### src/hdl/uart_ctrl_pkg.sv
package uart_ctrl_pkg;
    localparam int ADDR_W = 3;
    localparam int DATA_W = 8;
    localparam int WORD_W = 9;
    localparam int FIFO_DEPTH_DEF = 4;

    localparam logic [2:0] OFS_CTRL_ONE = 3'h0;
    localparam logic [2:0] OFS_CTRL_TWO = 3'h1;
    localparam logic [2:0] OFS_STATUS   = 3'h2;
    localparam logic [2:0] OFS_DATA     = 3'h3;
    localparam logic [2:0] OFS_DIVISOR  = 3'h4;

    // Control one: port enable, length select, ninth bits.
    localparam int C1_ENABLE   = 7;
    localparam int C1_LENGTH   = 6;
    localparam int C1_RX_NINTH = 1;
    localparam int C1_TX_NINTH = 0;
    localparam logic [7:0] C1_WMASK = 8'hc1;

    localparam int C2_HIGH_SPEED = 5;
    localparam int C2_ADDR_DET   = 4;
    localparam int C2_WAKE       = 3;
    localparam int C2_RX_IRQ     = 2;
    localparam int C2_IDLE_IRQ   = 1;
    localparam int C2_EMPTY_IRQ  = 0;

    localparam int ST_EMPTY   = 0;
    localparam int ST_IDLE    = 1;
    localparam int ST_AVAIL   = 2;
    localparam int ST_OVERRUN = 3;

    localparam logic [7:0] CTRL_ONE_RESET = 8'h00;
    localparam logic [7:0] CTRL_TWO_RESET = 8'h00;
    localparam logic [7:0] DIVISOR_RESET  = 8'h00;
    localparam logic [7:0] DATA_RESET     = 8'h00;

    // Baud period is PRESCALE * (N + 1) system clocks.
    localparam int PRESCALE_LOW  = 64;
    localparam int PRESCALE_HIGH = 16;
    localparam logic [5:0] PRE_LOW_LAST  = 6'h3f;
    localparam logic [5:0] PRE_HIGH_LAST = 6'h0f;
endpackage

### src/hdl/uart_baud_addr_irq_ctrl.sv
// Operation
// - Baud is clock over 64 or 16 times N+1
// - Free running 8-bit timer sets baud period
// - Divisor 0 to 255, unsigned
// - Address bit set marks word as address
// - Address word raises interrupt when enabled
// - Address bit clear: no interrupt, data discarded
// - Receive falling edge wakes low power device
// - Wake disabled: receive edges never wake
// - Receive or overrun flag sets interrupt request
// - Receive enable clear blocks those flags
// - Transmit idle flag gated by its enable
// - Transmit empty flag gated by its enable
// - One data location serves both directions
// - Length select picks 8 or 9 bits
// - Empty flag cleared by status read, data write
// - Disable resets counter, buffers; keeps divisor
//
// Chosen here: the strobed register port and the placing of the registers.
`timescale 1ns/1ps

module word_fifo #(
    parameter int W     = 9,
    parameter int DEPTH = 4
) (
    input  wire logic         clk,
    input  wire logic         rst_n,
    input  wire logic         flush,
    input  wire logic [W-1:0] in_data,
    input  wire logic         in_valid,
    output logic              in_ready,
    output logic [W-1:0]      out_data,
    output logic              out_valid,
    input  wire logic         out_ready
);
    localparam int AW = $clog2(DEPTH);

    if (DEPTH < 2 || (DEPTH & (DEPTH - 1)) != 0) begin : g_bad_depth
        $error("word_fifo depth must be a power of two, at least 2");
    end

    typedef struct packed {
        logic [DEPTH-1:0][W-1:0] mem;
        logic [AW-1:0]           wp;
        logic [AW-1:0]           rp;
        logic [AW:0]             cnt;
    } fifo_state_t;

    fifo_state_t q;
    fifo_state_t d;
    logic        push;
    logic        pop;

    assign in_ready  = (q.cnt != (AW+1)'(DEPTH));
    assign out_valid = (q.cnt != '0);
    assign out_data  = q.mem[q.rp];
    assign push      = in_valid & in_ready;
    assign pop       = out_valid & out_ready;

    always_comb begin
        d = q;
        if (push) begin
            d.mem[q.wp] = in_data;
            d.wp        = q.wp + 1'b1;
        end
        if (pop) begin
            d.rp = q.rp + 1'b1;
        end
        if (push && !pop) begin
            d.cnt = q.cnt + 1'b1;
        end else if (pop && !push) begin
            d.cnt = q.cnt - 1'b1;
        end
        // Flush discards anything queued, including a same-cycle push.
        if (flush) begin
            d.wp  = '0;
            d.rp  = '0;
            d.cnt = '0;
        end
    end

    always_ff @(posedge clk or negedge rst_n) begin
        if (!rst_n) begin
            q <= '0;
        end else begin
            q <= d;
        end
    end
endmodule

module uart_baud_addr_irq_ctrl
    import uart_ctrl_pkg::*;
#(
    parameter int FIFO_DEPTH = FIFO_DEPTH_DEF
) (
    input  wire logic              CLK_SYS,
    input  wire logic              RSTN,
    input  wire logic [ADDR_W-1:0] ADDR,
    input  wire logic [DATA_W-1:0] WDATA,
    input  wire logic              WR_STB,
    input  wire logic              RD_STB,
    output logic [DATA_W-1:0]      RDATA,
    input  wire logic              RX_PIN,
    input  wire logic              LOW_POWER,
    output logic                   WAKE_REQ,
    output logic                   BAUD_TICK,
    output logic                   PORT_ACTIVE,
    output logic                   DATA_NINE,
    output logic [WORD_W-1:0]      TX_WORD,
    output logic                   TX_VALID,
    input  wire logic              TX_READY,
    input  wire logic              TX_IDLE,
    input  wire logic [WORD_W-1:0] RX_WORD,
    input  wire logic              RX_VALID,
    output logic                   IRQ_REQ
);
    typedef struct packed {
        logic [7:0]  ctrl1;
        logic [7:0]  ctrl2;
        logic [7:0]  divisor;
        logic [7:0]  rx_data;
        logic        rx_ninth;
        logic        avail;
        logic        overrun;
        logic        empty;
        logic        armed;
        logic [7:0]  timer;
        logic [5:0]  pre;
        logic        tick;
        logic [1:0]  rx_sync;
        logic        rx_last;
        logic        wake;
        logic        irq;
        logic [7:0]  rdata;
        logic [14:0] gap;
        logic        clean;
    } state_t;

    state_t q;
    state_t d;

    logic              en;
    logic              nine;
    logic              wr_data;
    logic              rd_data;
    logic              rd_status;
    logic              cfg_wr;
    logic              addr_bit;
    logic              accept;
    logic              falling;
    logic [5:0]        pre_last;
    logic              fifo_ready;
    logic [WORD_W-1:0] push_word;

    assign en        = q.ctrl1[C1_ENABLE];
    assign nine      = q.ctrl1[C1_LENGTH];
    assign wr_data   = WR_STB && ADDR == OFS_DATA;
    assign rd_data   = RD_STB && ADDR == OFS_DATA;
    assign rd_status = RD_STB && ADDR == OFS_STATUS;
    assign cfg_wr    = WR_STB && ADDR != OFS_DATA && ADDR != OFS_STATUS;
    assign pre_last  = q.ctrl2[C2_HIGH_SPEED] ? PRE_HIGH_LAST
                                              : PRE_LOW_LAST;

    // Address bit is bit 7 of an 8-bit word, bit 8 of a 9-bit one.
    assign addr_bit = nine ? RX_WORD[8] : RX_WORD[7];
    assign accept   = RX_VALID && en
                      && !(q.ctrl2[C2_ADDR_DET] && !addr_bit);
    assign falling  = q.rx_last && !q.rx_sync[1];

    assign push_word = {nine & q.ctrl1[C1_TX_NINTH], WDATA};

    word_fifo #(
        .W     (WORD_W),
        .DEPTH (FIFO_DEPTH)
    ) u_tx_fifo (
        .clk       (CLK_SYS),
        .rst_n     (RSTN),
        .flush     (!en),
        .in_data   (push_word),
        .in_valid  (wr_data && en),
        .in_ready  (fifo_ready),
        .out_data  (TX_WORD),
        .out_valid (TX_VALID),
        .out_ready (TX_READY)
    );

    always_comb begin
        d       = q;
        d.rdata = 8'h00;
        d.tick  = 1'b0;

        if (WR_STB) begin
            unique case (ADDR)
                OFS_CTRL_ONE: d.ctrl1   = WDATA & C1_WMASK;
                OFS_CTRL_TWO: d.ctrl2   = WDATA;
                OFS_DIVISOR:  d.divisor = WDATA;
                default:      d.ctrl1   = d.ctrl1;
            endcase
        end

        if (RD_STB) begin
            unique case (ADDR)
                OFS_CTRL_ONE: d.rdata = {q.ctrl1[7:6], 4'h0,
                                         q.rx_ninth, 1'b0};
                OFS_CTRL_TWO: d.rdata = q.ctrl2;
                OFS_STATUS:   d.rdata = {4'h0, q.overrun, q.avail,
                                         TX_IDLE, q.empty};
                OFS_DATA:     d.rdata = q.rx_data;
                OFS_DIVISOR:  d.rdata = q.divisor;
                default:      d.rdata = 8'h00;
            endcase
        end

        // Status read while empty arms the clear; a data write fires it.
        if (rd_status && q.empty) begin
            d.armed = 1'b1;
        end
        if (wr_data && q.armed && q.empty && fifo_ready) begin
            d.empty = 1'b0;
            d.armed = 1'b0;
        end
        // Hand-off to the shifter sets the flag and beats the clear.
        if (TX_VALID && TX_READY) begin
            d.empty = 1'b1;
        end

        if (rd_data) begin
            d.avail = 1'b0;
        end
        if (rd_status) begin
            d.overrun = 1'b0;
        end
        // A word arriving on a full register is lost and flagged.
        if (accept) begin
            if (q.avail && !rd_data) begin
                d.overrun = 1'b1;
            end else begin
                d.rx_data  = RX_WORD[7:0];
                d.rx_ninth = nine & RX_WORD[8];
                d.avail    = 1'b1;
            end
        end

        // Timer counts N down to 0; prescaler counts those wraps.
        if (q.timer == 8'h00) begin
            d.timer = q.divisor;
            if (q.pre >= pre_last) begin
                d.pre  = 6'h00;
                d.tick = 1'b1;
            end else begin
                d.pre = q.pre + 6'h01;
            end
        end else begin
            d.timer = q.timer - 8'h01;
        end

        // Disable restarts the baud counter; divisor and config stay.
        if (!en) begin
            d.timer   = q.divisor;
            d.pre     = 6'h00;
            d.tick    = 1'b0;
            d.avail   = 1'b0;
            d.overrun = 1'b0;
            d.empty   = 1'b1;
            d.armed   = 1'b0;
        end

        d.rx_sync = {q.rx_sync[0], RX_PIN};
        d.rx_last = q.rx_sync[1];
        // Only the edge is looked at, so a held-low line wakes once.
        d.wake = q.ctrl2[C2_WAKE] && LOW_POWER && falling;

        d.irq = (q.ctrl2[C2_RX_IRQ] && (q.avail || q.overrun))
                || (q.ctrl2[C2_IDLE_IRQ] && TX_IDLE)
                || (q.ctrl2[C2_EMPTY_IRQ] && q.empty);

        d.gap = q.tick ? 15'h0001 : q.gap + 15'h0001;
        if (cfg_wr || !en) begin
            d.clean = 1'b0;
        end else if (q.tick) begin
            d.clean = 1'b1;
        end
    end

    // Divisor and data reset to zero; software must still program them.
    always_ff @(posedge CLK_SYS or negedge RSTN) begin
        if (!RSTN) begin
            q         <= '0;
            q.ctrl1   <= CTRL_ONE_RESET;
            q.ctrl2   <= CTRL_TWO_RESET;
            q.divisor <= DIVISOR_RESET;
            q.rx_data <= DATA_RESET;
            q.empty   <= 1'b1;
            q.rx_sync <= 2'b11;
            q.rx_last <= 1'b1;
        end else begin
            q <= d;
        end
    end

    assign RDATA       = q.rdata;
    assign WAKE_REQ    = q.wake;
    assign BAUD_TICK   = q.tick;
    assign PORT_ACTIVE = en;
    assign DATA_NINE   = nine;
    assign IRQ_REQ     = q.irq;
endmodule

### config.mk
export PLATFORM = sky130hd
export DESIGN_NAME = uart_baud_addr_irq_ctrl
export DESIGN_NICKNAME = d
export VERILOG_FILES = /design/src/hdl/uart_ctrl_pkg.sv /design/src/hdl/uart_baud_addr_irq_ctrl.sv
export SDC_FILE = /design/constraint.sdc
export NUM_CORES = 1
export LEC_CHECK = 0
export BUFFER_PORTS_ARGS = -buffer_cell sky130_fd_sc_hd__buf_2
export CORE_MARGIN = 2
export CORE_UTILIZATION = 55
export CTS_BUF_LIST = sky130_fd_sc_hd__clkbuf_8 sky130_fd_sc_hd__clkbuf_16
export DETAILED_ROUTE_END_ITERATION = 10
export GPL_TIMING_DRIVEN = 0
export PLACE_DENSITY = 0.73
export SLEW_MARGIN = 10
export SYNTH_ARGS = -nofsm -noshare
export SYNTH_HDL_FRONTEND = slang
export SYNTH_SLANG_ARGS = --single-unit
### constraint.sdc
create_clock -name CLK_SYS -period 2.5 [get_ports CLK_SYS]
set_input_delay 0.375 -clock CLK_SYS [delete_from_list [all_inputs] [get_ports CLK_SYS]]
set_output_delay 0.375 -clock CLK_SYS [all_outputs]
set_load 0.01 [all_outputs]
==> impl_metrics.env <==
export IMPL_rrSetupSlack_ns=0.24
export IMPL_max_freq_mhz=442.9
export IMPL_diodes=0
export IMPL_dpl_worst_slack_ns=0.07129
export IMPL_cp_max_fo=13
export IMPL_worstSetupPathType="reg2reg"
export IMPL_cts_root_buf="clkbuf_8"
export IMPL_dr_total_vias=3165
export IMPL_syn_inst=381
export IMPL_cts_tree="yes"
export IMPL_required_ns=2.80
export IMPL_synthTopCellsByArea="dfrtp_1, mux2_2, mux4_2, mux2i_1, dfstp_2"
export IMPL_synth_top_cell_by_area="dfrtp_1"
export IMPL_io_buffers=49
export IMPL_clock_sinks=103
export IMPL_syn_nets=419
export IMPL_htreeDepth=3
export IMPL_drtIter0Drc=106
export IMPL_via_per_inst=5.713
export IMPL_cts_resized=0
export IMPL_final_area_mm2=0.005498
export IMPL_wl_mm=10.03
export IMPL_fp_dieH_um=98.33
export IMPL_yosys_register_bits=103
export IMPL_setup_viol=0
export IMPL_grt_usage_pct=22.46
export IMPL_yosysWarnings=0
export IMPL_rsz0062_at_grt="false"
export IMPL_start_kind="register"
export IMPL_dp_hpwl_mm=7.083
export IMPL_area_delta_synth_final_pct=12.35
export IMPL_tns_ns=0
export IMPL_synth_cell_types=53
export IMPL_critPathMaxStageDelay_ns=0.48
export IMPL_cts_hold_buf=0
export IMPL_multi_input_area_mm2=0.002147
export IMPL_clk_pin_slew_worst_paths_ns=0.12
export IMPL_wire_per_inst_um=18.11
export IMPL_relSlewSlack_pct=52.56
export IMPL_yosysTopAreaCellShare_pct=50.63
export IMPL_grt_max_degree=56
export IMPL_ys_async_sr_fraction_pct=100.0
export IMPL_final_hold_viol_count=0
export IMPL_synth_ff_type="dfrtp_1"
export IMPL_worstPathArrival_ns=2.56
export IMPL_overflow=0
export IMPL_grt_pass1_vias=3355
export IMPL_clock_latency_ns=0.38
export IMPL_nFillCells=687
export IMPL_period_needed_ns=2.258
export IMPL_rows=34
export IMPL_cp_slowest_cell="dfrtp_1"
export IMPL_cts_buffers=9
export IMPL_clk_path_buf_depth=2
export IMPL_dpl_cell_area_mm2=0.005304
export IMPL_gp_congestion=0.8287
export IMPL_worst_r2r_cell_count=6
export IMPL_regToRegEndpoint="u_tx_fifo.q[1]"
export IMPL_core_area_mm2=0.008678
export IMPL_p_leak_nw=2.556
export IMPL_finalPower_w=0.004696
export IMPL_synth_edf_count=0
export IMPL_p_per_area_mw_per_mm2=854.2
export IMPL_drv_cap=0
export IMPL_finClkSkew_ns=0.01451
export IMPL_synth_area_per_cell_um2=12.84
export IMPL_dieWidth_um=98.33
export IMPL_synth_seq_area_share_pct=52.77
export IMPL_regArea_mm2=0.002582
export IMPL_drive_gt1_share_pct=38.12
export IMPL_postRouteAntennaNets=0
export IMPL_syn_area_mm2=0.004893
export IMPL_irDropWorstVdd_v=0.0004022
export IMPL_drtPass1Iterations=4
export IMPL_tightest_slew_ns=0.7089
export IMPL_endpoint_kind="register"
export IMPL_antenna_found_initial=0
export IMPL_layout_nets=479
export IMPL_hp_class="in2async"
export IMPL_grt_pass1_wl_mm=16.93
export IMPL_finalCritPeriodShare_pct=90.31
export IMPL_setup_slack_ns=0.2422
export IMPL_drc_errors=0
export IMPL_fin_util_pct=63.35
export IMPL_start_util_pct=56.39
export IMPL_r2r_start="PORT_ACTIVE"
export IMPL_ios=52
export IMPL_die_area_mm2=0.009668
export IMPL_crit_chain="buf_2 -> inv_1 -> nor3b_1 -> fa_1 -> nand2b_1 -> mux2i_1"
export IMPL_slew_viol_final=0
export IMPL_status="finished clean"
==> through the flow <==
stage                     hold slack (ns)  std cells
after CTS                         0.01001        555
final                            0.001689        554
after detailed placement           0.3602        539
after global placement             0.3457        538
after floorplan                   0.07941        381
after global routing              0.03473        554
==> per-layer routing <==
metal | vias up | track usage (%) | part of all wire (%)
li1 | 1475 | - | -
met1 | 1605 | 28.31 | 43
met2 | 71 | 39.14 | 52
met3 | 14 | 5.297 | 4.1
met4 | 0 | 6.006 | 1.4
met5 | - | 0 | 0
==> cells by family after synthesis <==
kind of cell / count (synthesis) / share of synthesized area (%)
flops: 103 / 52.77
mux: 87 / 21.96
fa+ha+maj: 9 / 2.455
buf+inv: 30 / 3.349
compound gates: 45 / 6.060
xor+xnor: 11 / 1.969
simple gates: 96 / 11.43
==> synthesized netlist by cell type, types with 4 or more instances <==
| cell | count |
|---|---|
| buf_2 | 5 |
| nand2_1 | 27 |
| ha_1 | 8 |
| nand2b_1 | 4 |
| dfrtp_1 | 99 |
| buf_4 | 8 |
| dfstp_2 | 4 |
| a22oi_1 | 5 |
| nor2_1 | 14 |
| xnor2_1 | 10 |
| a21oi_1 | 5 |
| mux2i_1 | 11 |
| mux4_2 | 9 |
| inv_1 | 8 |
| clkbuf_1 | 6 |
| o21ai_0 | 19 |
| nor3_1 | 4 |
| mux2_2 | 63 |
| nand3_1 | 12 |
| and2_1 | 8 |
==> placed cells by master (no fill, tap or decap), types with 4 or more instances in the layout <==
master and instances:
inv_1 8, nand2b_1 4, nand3_1 12, mux2_2 63, dfrtp_1 99, buf_2 53
nor2_1 14, o21ai_0 19, clkbuf_1 5, mux2i_1 11, and2_1 8, buf_4 9
xnor2_1 10, nand2_1 27, nor3_1 4, ha_1 8, a22oi_1 5, clkbuf_8 9
dfstp_2 4, a21oi_1 5, mux4_2 9
==> flip-flops by register name (all words and copies together), names as in the netlist <==
register	flops
BAUD_TICK	1
DATA_NINE	1
IRQ_REQ	1
PORT_ACTIVE	1
RDATA	8
WAKE_REQ	1
d	2
q	45
u_tx_fifo.q	43
==> worst max-delay path: cells and delay by family, from the launching register on <==
| family | cells | cell delay [ns] |
|---|---|---|
| adder cells (fa/ha/maj) | 1 | 0.44 |
| buffers and inverters | 2 | 0.67 |
| flip-flops | 1 | 0.48 |
| multiplexers | 1 | 0.14 |
| AND/OR/NAND/NOR | 2 | 0.46 |
==> area by class of cell <==
type                    count  area share (%)
plain buffers              21           2.367
clock inverters             7           1.343
well taps                 108           2.458
inverters                   8          0.5462
clock buffers               9           2.253
repair buffers             50           5.007
flip-flops and latches    103           46.97
multi-input cells         248           39.05
==> worst max-delay path by stage <==
| stage | from | to | slack (ns) | cells after the start |
|---|---|---|---|---|
| global route | PORT_ACTIVE | u_tx_fifo.q[1] | 0.1 | 6 |
| floorplan | ADDR[2] | u_tx_fifo.q[1] | 0.38 | 8 |
| CTS | PORT_ACTIVE | u_tx_fifo.q[2] | 0.06 | 8 |
| finish | PORT_ACTIVE | u_tx_fifo.q[1] | 0.24 | 6 |
| global placement | RSTN | q[35] | 0.006 | 1 |
| detailed placement | ADDR[1] | u_tx_fifo.q[1] | 0.07 | 8 |
==> report_power, final <==
group	switching, W	leakage (nW)	internal, W
clock	0.000631	0.101	0.000393
sequential	0.000289	1.33	0.00201
combinational	0.000659	1.12	0.000716
total	0.00158	2.56	0.00312
==> what timing repair did <==
item / in CTS / in global routing
setup endpoints to repair: 0 / 2
setup buffers: 0 / 0
hold endpoints to repair: 0 / 0
Power figures use the tool's default switching activity.
